==> src/rtl/dhwuc_pkg.sv <==
// Purpose: shared constants and types of the DAC host write/update control
// Assumes: 125 MHz system clock
// Notes: timing counts are derived from times in their own units
package dhwuc_pkg;
	// clock rate and documented times
	localparam int CLK_MHZ = 125;
	localparam int RESET_TIME_NS = 270000;
	localparam int CLEAR_TIME_NS = 35000;
	localparam int CALC_TIME_NS = 1000; // internal calculation time
	// reset and clear times round down; only the calculation time is held to one cycle minimum
	localparam int RESET_CYCLES = RESET_TIME_NS * CLK_MHZ / 1000;
	localparam int CLEAR_CYCLES = CLEAR_TIME_NS * CLK_MHZ / 1000;
	localparam int CALC_CYCLES = (CALC_TIME_NS * CLK_MHZ / 1000 < 1) ? 1 :
		CALC_TIME_NS * CLK_MHZ / 1000;
	localparam int TIMER_W = 16;

	// parallel word layout
	localparam int DATA_W = 12;
	localparam int CHAN_W = 5;
	localparam int REGSEL_W = 2;
	localparam int SER_W = 24;

	// register select encodings
	localparam logic [1:0] REGSEL_SPECIAL = 2'h0;
	localparam logic [1:0] REGSEL_GAIN = 2'h1;
	localparam logic [1:0] REGSEL_OFFSET = 2'h2;
	localparam logic [1:0] REGSEL_INPUT = 2'h3;

	// write queue
	localparam int FIFO_DEPTH = 8;
	localparam int FIFO_AW = 3;
	localparam int ENTRY_W = 1 + REGSEL_W + CHAN_W + DATA_W;

	// positions in the synchronised pin vector
	localparam int PIN_DATA_LO = 0;
	localparam int PIN_MODE_SEL = 9;  // data line 9: spi/i2c select
	localparam int PIN_SCLK = 10;     // data line 10: serial clock
	localparam int PIN_DIN = 11;      // data line 11: serial data in
	localparam int PIN_CHAN_LO = 12;
	localparam int PIN_REG_LO = 17;
	localparam int PIN_AB = 19;
	localparam int PIN_WR = 20;
	localparam int PIN_CS = 21;
	localparam int PIN_LOAD_OUTPUTS_STROBE_N = 22;
	localparam int PIN_CLR_N = 23;
	localparam int PIN_RESET_N = 24;
	localparam int PIN_IF_SEL = 25;
	localparam int PIN_FIFO_EN = 26;
	localparam int PIN_W = 27;

	// sequencer states
	typedef enum logic [2:0]
	{
		ST_POR = 3'h0,
		ST_IDLE = 3'h1,
		ST_CALC = 3'h2,
		ST_CLEAR = 3'h3,
		ST_RESET = 3'h4
	} dhwuc_state_t;
endpackage

==> src/rtl/dhwuc_sync.sv <==
// Purpose: three-stage input synchroniser with agreement filter
// Assumes: inputs are asynchronous to clk_sys
// Notes: the stable copy changes only when stages two and three agree
`timescale 1ns/1ps
module dhwuc_sync
#(
	parameter int W = 1
)
(
	input wire logic clk_sys,
	input wire logic rst_n,
	input wire logic [W-1:0] pinIn,
	output logic [W-1:0] stable
);
	logic [W-1:0] stage1;
	logic [W-1:0] stage2;
	logic [W-1:0] stage3;

	// stage1 feeds stage2 only, to let metastability settle
	always_ff @(posedge clk_sys or negedge rst_n)
	begin
		if (!rst_n)
		begin
			stage1 <= '0;
			stage2 <= '0;
			stage3 <= '0;
		end
		else
		begin
			stage1 <= pinIn;
			stage2 <= stage1;
			stage3 <= stage2;
		end
	end

	// per-bit agreement filter
	always_ff @(posedge clk_sys or negedge rst_n)
	begin
		if (!rst_n)
			stable <= '0;
		else
		begin
			for (int i = 0; i < W; i++)
			begin
				if (stage2[i] == stage3[i])
					stable[i] <= stage3[i];
			end
		end
	end
endmodule

==> src/rtl/dhwuc_ctrl.sv <==
// Purpose: host write path and output update control of a multichannel DAC
// Assumes: pins asynchronous; toggle mode and clear code from local logic
// Notes: reset and clear durations are parameters for short simulations
`timescale 1ns/1ps
module dhwuc_ctrl
#(
	parameter int RESET_CYCLES = dhwuc_pkg::RESET_CYCLES,
	parameter int CLEAR_CYCLES = dhwuc_pkg::CLEAR_CYCLES
)
(
	input wire logic clk_sys,
	input wire logic rst_n,
	input wire logic interfaceSelect,
	input wire logic chipSelectN,
	input wire logic writeStrobe,
	input wire logic [dhwuc_pkg::DATA_W-1:0] parallelDataLines,
	input wire logic [dhwuc_pkg::CHAN_W-1:0] channelAddressLines,
	input wire logic [dhwuc_pkg::REGSEL_W-1:0] registerSelectLines,
	input wire logic abSelect,
	input wire logic loadOutputsStrobeN,
	input wire logic clearToCodeInputN,
	input wire logic resetInputN,
	input wire logic fifoEnablePin,
	input wire logic toggleModeEnable,
	input wire logic [dhwuc_pkg::DATA_W-1:0] clearCodeValue,
	output logic busyN,
	output logic interfaceEnabled,
	output logic fifoEnabled,
	output logic wrValid,
	output logic [dhwuc_pkg::CHAN_W-1:0] wrChannel,
	output logic [dhwuc_pkg::REGSEL_W-1:0] wrRegSelect,
	output logic [dhwuc_pkg::DATA_W-1:0] wrData,
	output logic wrBankB,
	output logic dacLoad,
	output logic activeBankB,
	output logic clearAll,
	output logic [dhwuc_pkg::DATA_W-1:0] clearCode,
	output logic regDefaults,
	output logic chainEnable,
	output logic [1:0] busAddress,
	output logic sdoOut,
	output logic sdoOeN,
	output logic [dhwuc_pkg::SER_W-1:0] serialWord,
	output logic serialWordValid
);
	localparam logic [dhwuc_pkg::TIMER_W-1:0] TIMER_ZERO = '0;
	localparam logic [dhwuc_pkg::TIMER_W-1:0] RESET_LOAD =
		dhwuc_pkg::TIMER_W'(RESET_CYCLES - 1);
	localparam logic [dhwuc_pkg::TIMER_W-1:0] CLEAR_LOAD =
		dhwuc_pkg::TIMER_W'(CLEAR_CYCLES - 1);
	localparam logic [dhwuc_pkg::TIMER_W-1:0] CALC_LOAD =
		dhwuc_pkg::TIMER_W'(dhwuc_pkg::CALC_CYCLES - 1);
	localparam logic [dhwuc_pkg::FIFO_AW:0] COUNT_FULL =
		(dhwuc_pkg::FIFO_AW + 1)'(dhwuc_pkg::FIFO_DEPTH);
	localparam logic [dhwuc_pkg::FIFO_AW:0] COUNT_ZERO = '0;
	localparam logic [dhwuc_pkg::FIFO_AW:0] COUNT_ONE =
		(dhwuc_pkg::FIFO_AW + 1)'(1);
	localparam logic [dhwuc_pkg::FIFO_AW-1:0] PTR_ONE =
		dhwuc_pkg::FIFO_AW'(1);

	logic [dhwuc_pkg::PIN_W-1:0] pinRaw;
	logic [dhwuc_pkg::PIN_W-1:0] pin;
	logic [dhwuc_pkg::PIN_W-1:0] pinPrev;
	dhwuc_pkg::dhwuc_state_t state;
	dhwuc_pkg::dhwuc_state_t next_state;
	logic [dhwuc_pkg::TIMER_W-1:0] timer;
	logic [dhwuc_pkg::TIMER_W-1:0] next_timer;
	logic [dhwuc_pkg::ENTRY_W-1:0] fifoMem [dhwuc_pkg::FIFO_DEPTH];
	logic [dhwuc_pkg::FIFO_AW-1:0] wrPtr;
	logic [dhwuc_pkg::FIFO_AW-1:0] rdPtr;
	logic [dhwuc_pkg::FIFO_AW:0] fifoCount;
	logic loadPending;
	logic [dhwuc_pkg::SER_W-1:0] shiftReg;
	logic serialMode;
	logic spiMode;
	logic i2cMode;
	logic ifaceOn;
	logic wrRise;
	logic ldacFall;
	logic clrFall;
	logic resetFall;
	logic sclkRise;
	logic sclkFall;
	logic csRise;
	logic pushReq;
	logic popNow;
	logic loadNow;
	logic seqDone;
	logic entryBank;

	// every asynchronous pin passes one shared synchroniser
	assign pinRaw = {fifoEnablePin, interfaceSelect, resetInputN,
		clearToCodeInputN, loadOutputsStrobeN, chipSelectN, writeStrobe,
		abSelect, registerSelectLines, channelAddressLines,
		parallelDataLines};

	dhwuc_sync #(.W(dhwuc_pkg::PIN_W)) pinSync
	(
		.clk_sys(clk_sys),
		.rst_n(rst_n),
		.pinIn(pinRaw),
		.stable(pin)
	);

	// previous copy for single edge detect
	always_ff @(posedge clk_sys or negedge rst_n)
	begin
		if (!rst_n)
			pinPrev <= '0;
		else
			pinPrev <= pin;
	end

	// mode decode from synchronised straps
	assign serialMode = pin[dhwuc_pkg::PIN_IF_SEL];
	assign spiMode = serialMode & ~pin[dhwuc_pkg::PIN_MODE_SEL];
	assign i2cMode = serialMode & pin[dhwuc_pkg::PIN_MODE_SEL];
	assign ifaceOn = (state != dhwuc_pkg::ST_POR) &&
		(state != dhwuc_pkg::ST_RESET);

	// chip select low level enables the cycle
	assign wrRise = ~serialMode & ifaceOn & ~pin[dhwuc_pkg::PIN_CS] &
		pin[dhwuc_pkg::PIN_WR] & ~pinPrev[dhwuc_pkg::PIN_WR];
	assign ldacFall = ~pin[dhwuc_pkg::PIN_LOAD_OUTPUTS_STROBE_N] &
		pinPrev[dhwuc_pkg::PIN_LOAD_OUTPUTS_STROBE_N];
	assign clrFall = ~pin[dhwuc_pkg::PIN_CLR_N] &
		pinPrev[dhwuc_pkg::PIN_CLR_N];
	assign resetFall = ~pin[dhwuc_pkg::PIN_RESET_N] &
		pinPrev[dhwuc_pkg::PIN_RESET_N];
	assign sclkRise = pin[dhwuc_pkg::PIN_SCLK] &
		~pinPrev[dhwuc_pkg::PIN_SCLK];
	assign sclkFall = ~pin[dhwuc_pkg::PIN_SCLK] &
		pinPrev[dhwuc_pkg::PIN_SCLK];
	assign csRise = pin[dhwuc_pkg::PIN_CS] & ~pinPrev[dhwuc_pkg::PIN_CS];
	assign seqDone = (timer == TIMER_ZERO);

	// queue handshake; without the queue a write needs an idle device
	assign pushReq = wrRise && (fifoCount != COUNT_FULL) &&
		(fifoEnabled || ((state == dhwuc_pkg::ST_IDLE) &&
		(fifoCount == COUNT_ZERO)));
	assign popNow = (state == dhwuc_pkg::ST_IDLE) &&
		(fifoCount != COUNT_ZERO) && !resetFall && !clrFall;
	// loads wait for queued data so earlier writes are included
	assign loadNow = (state == dhwuc_pkg::ST_IDLE) &&
		(fifoCount == COUNT_ZERO) && (ldacFall || loadPending) &&
		!resetFall && !clrFall;

	// toggle mode takes bank from the shared pin
	assign entryBank = toggleModeEnable & pin[dhwuc_pkg::PIN_AB] &
		(pin[dhwuc_pkg::PIN_REG_LO +: dhwuc_pkg::REGSEL_W] ==
		dhwuc_pkg::REGSEL_INPUT);

	// sequencer: reset beats clear beats calculation
	always_comb
	begin
		next_state = state;
		next_timer = timer;
		case (state)
			dhwuc_pkg::ST_POR:
			begin
				if (seqDone)
					next_state = dhwuc_pkg::ST_IDLE;
				else
					next_timer = timer - 1'b1;
			end
			dhwuc_pkg::ST_RESET:
			begin
				// busy released when the count ends
				// edges during the sequence are not seen
				if (seqDone)
					next_state = dhwuc_pkg::ST_IDLE;
				else
					next_timer = timer - 1'b1;
			end
			dhwuc_pkg::ST_IDLE:
			begin
				if (popNow)
				begin
					next_state = dhwuc_pkg::ST_CALC;
					next_timer = CALC_LOAD;
				end
			end
			dhwuc_pkg::ST_CALC, dhwuc_pkg::ST_CLEAR:
			begin
				if (seqDone)
					next_state = dhwuc_pkg::ST_IDLE;
				else
					next_timer = timer - 1'b1;
			end
			default:
			begin
				next_state = dhwuc_pkg::ST_POR;
				next_timer = RESET_LOAD;
			end
		endcase
		// falling reset edge starts the reset sequence, as long as the power-on one
		if (resetFall && ifaceOn)
		begin
			next_state = dhwuc_pkg::ST_RESET;
			next_timer = RESET_LOAD;
		end
		// clear holds busy for its fixed time
		else if (clrFall && ifaceOn)
		begin
			next_state = dhwuc_pkg::ST_CLEAR;
			next_timer = CLEAR_LOAD;
		end
	end

	// state and timer registers
	always_ff @(posedge clk_sys or negedge rst_n)
	begin
		if (!rst_n)
		begin
			state <= dhwuc_pkg::ST_POR;
			timer <= RESET_LOAD;
		end
		else
		begin
			state <= next_state;
			timer <= next_timer;
		end
	end

	always_ff @(posedge clk_sys or negedge rst_n)
	begin
		if (!rst_n)
		begin
			busyN <= 1'b0;
			interfaceEnabled <= 1'b0;
		end
		else
		begin
			busyN <= (next_state == dhwuc_pkg::ST_IDLE);
			interfaceEnabled <= (next_state != dhwuc_pkg::ST_POR) &&
				(next_state != dhwuc_pkg::ST_RESET);
		end
	end

	// queue enable strap caught at end of the power-on, reset and clear sequences
	always_ff @(posedge clk_sys or negedge rst_n)
	begin
		if (!rst_n)
			fifoEnabled <= 1'b0;
		else if (seqDone && ((state == dhwuc_pkg::ST_POR) ||
			(state == dhwuc_pkg::ST_RESET) ||
			(state == dhwuc_pkg::ST_CLEAR)))
			fifoEnabled <= pin[dhwuc_pkg::PIN_FIFO_EN] & ~serialMode;
	end

	// data word kept with msb on line eleven
	always_ff @(posedge clk_sys)
	begin
		if (pushReq)
			fifoMem[wrPtr] <= {entryBank,
				pin[dhwuc_pkg::PIN_REG_LO +: dhwuc_pkg::REGSEL_W],
				pin[dhwuc_pkg::PIN_CHAN_LO +: dhwuc_pkg::CHAN_W],
				pin[dhwuc_pkg::PIN_DATA_LO +: dhwuc_pkg::DATA_W]};
	end

	// queue pointers; a reset sequence flushes pending writes
	always_ff @(posedge clk_sys or negedge rst_n)
	begin
		if (!rst_n)
		begin
			wrPtr <= '0;
			rdPtr <= '0;
			fifoCount <= '0;
		end
		else if (next_state == dhwuc_pkg::ST_RESET)
		begin
			wrPtr <= '0;
			rdPtr <= '0;
			fifoCount <= '0;
		end
		else
		begin
			if (pushReq)
				wrPtr <= wrPtr + PTR_ONE;
			if (popNow)
				rdPtr <= rdPtr + PTR_ONE;
			if (pushReq && !popNow)
				fifoCount <= fifoCount + COUNT_ONE;
			else if (popNow && !pushReq)
				fifoCount <= fifoCount - COUNT_ONE;
		end
	end

	// channel and register fields to the register file
	// register select passed with the target encoding
	always_ff @(posedge clk_sys or negedge rst_n)
	begin
		if (!rst_n)
		begin
			wrValid <= 1'b0;
			wrBankB <= 1'b0;
			wrRegSelect <= '0;
			wrChannel <= '0;
			wrData <= '0;
		end
		else
		begin
			wrValid <= popNow;
			if (popNow)
				{wrBankB, wrRegSelect, wrChannel, wrData} <= fifoMem[rdPtr];
		end
	end

	// a load seen while busy waits for idle
	// loads during reset are dropped, clear wins over set
	always_ff @(posedge clk_sys or negedge rst_n)
	begin
		if (!rst_n)
			loadPending <= 1'b0;
		else if (!ifaceOn || next_state == dhwuc_pkg::ST_RESET)
			loadPending <= 1'b0;
		else if (ldacFall && !loadNow)
			loadPending <= 1'b1;
		else if (loadNow)
			loadPending <= 1'b0;
	end

	// toggle mode swaps output bank on each load
	always_ff @(posedge clk_sys or negedge rst_n)
	begin
		if (!rst_n)
		begin
			dacLoad <= 1'b0;
			activeBankB <= 1'b0;
		end
		else
		begin
			dacLoad <= loadNow;
			if (next_state == dhwuc_pkg::ST_RESET)
				activeBankB <= 1'b0;
			else if (loadNow && toggleModeEnable)
				activeBankB <= ~activeBankB;
		end
	end

	// clear edge loads every channel with the code
	// reset edge returns registers to defaults
	always_ff @(posedge clk_sys or negedge rst_n)
	begin
		if (!rst_n)
		begin
			clearAll <= 1'b0;
			clearCode <= '0;
			regDefaults <= 1'b0;
		end
		else
		begin
			clearAll <= (next_state == dhwuc_pkg::ST_CLEAR) &&
				(state != dhwuc_pkg::ST_CLEAR || clrFall);
			regDefaults <= resetFall && ifaceOn;
			if (clrFall && ifaceOn && !resetFall)
				clearCode <= clearCodeValue;
		end
	end

	// shared strobe pin becomes chain enable
	// shared pins form the i2c address
	always_ff @(posedge clk_sys or negedge rst_n)
	begin
		if (!rst_n)
		begin
			chainEnable <= 1'b0;
			busAddress <= '0;
		end
		else
		begin
			chainEnable <= spiMode & pin[dhwuc_pkg::PIN_WR];
			busAddress <= i2cMode ?
				{pin[dhwuc_pkg::PIN_WR], pin[dhwuc_pkg::PIN_CS]} : 2'h0;
		end
	end

	// shift serial input on falling clock
	// drive serial output on rising clock
	always_ff @(posedge clk_sys or negedge rst_n)
	begin
		if (!rst_n)
		begin
			shiftReg <= '0;
			sdoOut <= 1'b0;
			sdoOeN <= 1'b1;
			serialWord <= '0;
			serialWordValid <= 1'b0;
		end
		else
		begin
			// output only while framed, otherwise released
			sdoOeN <= ~(spiMode & ifaceOn & ~pin[dhwuc_pkg::PIN_CS]);
			serialWordValid <= spiMode & ifaceOn & csRise;
			if (spiMode && ifaceOn && !pin[dhwuc_pkg::PIN_CS])
			begin
				if (sclkFall)
					shiftReg <= {shiftReg[dhwuc_pkg::SER_W-2:0],
						pin[dhwuc_pkg::PIN_DIN]};
				if (sclkRise)
					sdoOut <= shiftReg[dhwuc_pkg::SER_W-1];
			end
			if (spiMode && ifaceOn && csRise)
				serialWord <= shiftReg;
		end
	end
endmodule

==> config.mk <==
export PLATFORM = sky130hd
export DESIGN_NAME = dhwuc_ctrl
export DESIGN_NICKNAME = d
export VERILOG_FILES = /design/src/rtl/dhwuc_pkg.sv /design/src/rtl/dhwuc_sync.sv /design/src/rtl/dhwuc_ctrl.sv
export SDC_FILE = /design/constraint.sdc
export NUM_CORES = 1
export LEC_CHECK = 0
export ABC_AREA = 1
export BUFFER_PORTS_ARGS = -buffer_cell sky130_fd_sc_hd__buf_2
export CAP_MARGIN = 20
export CELL_PAD_IN_SITES_DETAIL_PLACEMENT = 0
export CELL_PAD_IN_SITES_GLOBAL_PLACEMENT = 2
export CORE_UTILIZATION = 41
export CTS_BUF_LIST = sky130_fd_sc_hd__clkbuf_4 sky130_fd_sc_hd__clkbuf_8 sky130_fd_sc_hd__clkbuf_16
export DETAILED_ROUTE_END_ITERATION = 8
export PLACE_DENSITY_LB_ADDON = 0.1
export REMOVE_ABC_BUFFERS = 1
export SLEW_MARGIN = 5
export SYNTH_ARGS = -nofsm -noshare
export SYNTH_HDL_FRONTEND = slang
export SYNTH_SLANG_ARGS = --single-unit
==> constraint.sdc <==
create_clock -name clk_sys -period 4.1 [get_ports clk_sys]
set_input_delay 0.615 -clock clk_sys [delete_from_list [all_inputs] [get_ports clk_sys]]
set_output_delay 0.615 -clock clk_sys [all_outputs]
set_load 0.1 [all_outputs]
==> impl_metrics.yaml <==
synth:
  synth.avg_cell_area_um2: 11.93
  ys_ff_latch: 398
  ys.warnings.count: 0
  synth_most_common_cell: "dfrtp_1"
  synthCells: 1245
  synth_top_area_cell: "dfrtp_1"
  yosys_most_used_dff: "dfrtp_1"
  synth-async-reset-ratio_pct: 59.80
  synth_commonest_cells: "229 x dfrtp_1, 211 x nand2_1, 178 x nor2_1"
  yosys.cell_types.count: 39
  yosysSeqAreaShare_pct: 72.52
  synth_top_cells_by_area: "dfrtp_1 39%, edfxtp_1 32%, nand2_1 5.3%"
  synth_area_mm2: 0.01485
  synth_top_area_share_pct: 38.58
  synth_edf_count: 160
clock_tree:
  post-cts-setup-buffer-count: 0
  cts_hold_repair.buffers: 0
  insertion_delay_ns: 0.57
  cts_tree: "built"
  cts_buffers: 44
  cts_num_sinks: 398
  clockBufferDepth: 3
  path_clk_slew_ns: 0.06
  htreeDepth: 2
  root_buffer: "clkbuf_16"
  cts_resized: 0
worst_setup_path:
  crit_path_end_kind: "flop"
  slowest_stage: "dfrtp_1"
  regToRegSetupSlack_ns: 1.46
  crit_buf_inv: 1
  crit_type: "reg2reg"
  cp_slowest_stage_delay_ns: 0.41
  critPathMaxFanout: 28
  rr_worst_depth: 13
  path_cells: "nor2_1, nand2_1, nand3_4, nand3_1, ha_1, a21oi_1, nand3_1, nand2_1, inv_1, nand3_1, nand2_1, nor2_1, nor2_1"
  cp-start-kind: "flop"
  reg2reg_from: "fifoCount[1]"
  arrival_ns: 3.09
  reg2reg_to: "fifoCount[3]"
  path_delay_family: "simple AND/OR/NAND/NOR gates"
  crit_required_ns: 4.54
floorplanning:
  rows: 69
  dieArea_mm2: 0.03699
  io_pins: 112
  die_y_um: 192.3
  dieWidth_um: 192.3
  core-area_mm2: 0.03557
  initial_core_util_pct: 41.76
drt:
  dr_total_vias: 9066
  first_pass_iters: 5
  wl_met3_um: 1795
  m1WireLength_um: 14350
  dr_wl_met2_um: 13700
  viasPerCell: 4.848
  top_layer_used: "met5"
  routed_wl_um: 30650
  detail_route.wl_per_cell_um: 16.39
  route.detailed.drc: 0
  drtIter0Drc: 462
  ant_nets: 0
placed_design:
  place_hpwl_um: 18640
  gp_routability_congestion: 0.7516
  post_dp_cell_area_mm2: 0.01599
  numPortBuffers: 111
  placed_cells: 1788
sta:
  drv_slew: 0
  holdWs_ns: 0.09338
  setup_tns_ns: 0
  period_share_pct: 64.44
  clock.fmax_mhz: 378.5
  setup_viol: 0
  clock_skew_ns: 0.01106
  finalHoldViolCount: 0
  tightestPinTransition_ns: 0.8843
  relSlewSlack_pct: 41.05
  min_period_ns: 2.642
  rsz0062_at_grt: "false"
layout:
  nNetsFinal: 1421
  drive_gt1_share_pct: 18.45
  num-fill-cells: 3279
  fin_area_mm2: 0.01746
  diodes: 0
  syn_to_final_growth_pct: 17.54
  final_cells: 1870
grt:
  antenna_found_initial: 2
  grt_pass1_wl_um: 49360
  grt_overflow: 0
  grt.total_usage_pct: 17.33
  grt_max_degree: 96
  grt_pass1_vias: 9146
flow_run:
  cap_violations: 0
hold_path:
  hp-class: "in2async"
power_and_ir_drop:
  p_int_uw: 7602
  ir_drop_mv: 0.4807
  power.leakage_uw: 0.007348
  cellPowerDensity_mw_per_mm2: 692.9
  p_sw_share_pct: 37.16
  p_seq_share_pct: 40.1
  p_switching_uw: 4495
  clkPwrFrac_pct: 32.5
  p_comb_share_pct: 27.4
outcome:
  outcome: "finished, final reports clean"
[worst max-delay path by stage]
stage                       startpoint  cells after the start             end
after floorplan            fifoEnabled                      4   fifoMem[3][0]
after global placement    fifoCount[1]                     13    fifoCount[3]
after detailed placement  fifoCount[1]                      8  fifoMem[1][17]
after CTS                 fifoCount[1]                      8   fifoMem[1][7]
after global routing      fifoCount[1]                      8  fifoMem[1][18]
final                     fifoCount[1]                     13    fifoCount[3]
[registers in the layout, summed over array words and instances, names as in the netlist, 3 cells and up]
name and cells:
wrChannel 5, wrData 12, pinSync.stable 27, wrPtr 3
pinSync.stage3 27, pinSync.stage1 27, clearCode 12, fifoCount 4
pinPrev 6, fifoMem 160, serialWord 24, rdPtr 3
timer 16, shiftReg 24, pinSync.stage2 27, state 3
[worst reg2reg max path, cell delays in order (launching register included)]
cell and delay (ns):
dfrtp_1 0.41, nor2_1 0.20, nand2_1 0.16, nand3_4 0.39
nand3_1 0.28, ha_1 0.39, a21oi_1 0.21, nand3_1 0.09
nand2_1 0.09, inv_1 0.04, nand3_1 0.07, nand2_1 0.06
nor2_1 0.10, nor2_1 0.04
[layout make-up]
type                       count  area [µm²]  area share [%]
timing repair buffer         131       760.7           4.357
tap                          461       576.8           3.304
inverter                      75       284.0           1.627
multi-input combinational    723        3593           20.58
clock buffer                  57        1259           7.209
sequential                   398       10770           61.71
clock inverter                25       211.5           1.211
[routing by layer]
metal	vias to the layer above	GRT usage [%]
li1	4455	-
met1	4373	23.91
met2	179	26.19
met3	55	4.455
met4	4	6.784
met5	-	0
[power by group through the flow]
stage               Clock (µW)  Combinational, µW  Sequential (µW)
detailed placement           0               3370             4930
global placement             0               3370             4930
floorplan                    0               1220             6220
CTS                       4060               3380             4860
finish                    3930               3310             4850
global route              4210               3650             4910
[cell usage in the layout, fill, tap and decap left out, types with 4 or more instances in the layout]
cell / netlist / final
clkinv_1: 0 / 7
buf_2: 15 / 110
nor2_4: 5 / 5
nand3_1: 34 / 34
nand2_2: 7 / 7
xor2_1: 5 / 5
maj3_1: 27 / 27
o211ai_1: 40 / 40
inv_2: 6 / 6
dfrtp_1: 229 / 227
buf_4: 0 / 17
a21oi_1: 12 / 12
o21ai_1: 55 / 55
edfxtp_1: 160 / 160
dfstp_2: 9 / 9
o21ai_0: 111 / 111
clkinv_2: 0 / 10
clkbuf_8: 0 / 4
inv_1: 68 / 68
nand2_1: 211 / 211
nor3_1: 7 / 6
clkbuf_4: 0 / 7
ha_1: 5 / 5
nor2_2: 7 / 13
nor2_1: 178 / 172
clkbuf_16: 0 / 46
[logic make-up (layout without fill, tap and decap cells)]
family / Yosys count / in the layout / share of synthesized area, %
xor gates and xnor gates: 6 / 6 / 0.3538
DFF: 398 / 398 / 72.52
buffers and inverters: 124 / 288 / 3.428
AOI/OAI and AO/OA: 223 / 223 / 8.373
adders and majority gates: 33 / 33 / 2.375
and+or+nand+nor: 461 / 461 / 12.95
[per-stage QoR]
stage	worst slack (ns)	util (%)	total power, µW
after global placement	1.451	44.87	8300
final	1.458	49.09	12100
after global routing	1.177	49.09	12780
after detailed placement	1.402	44.95	8304
after CTS	1.394	49.09	12300
after floorplan	0.8667	-	7446
No activity file was read; power rests on OpenSTA's default activity.
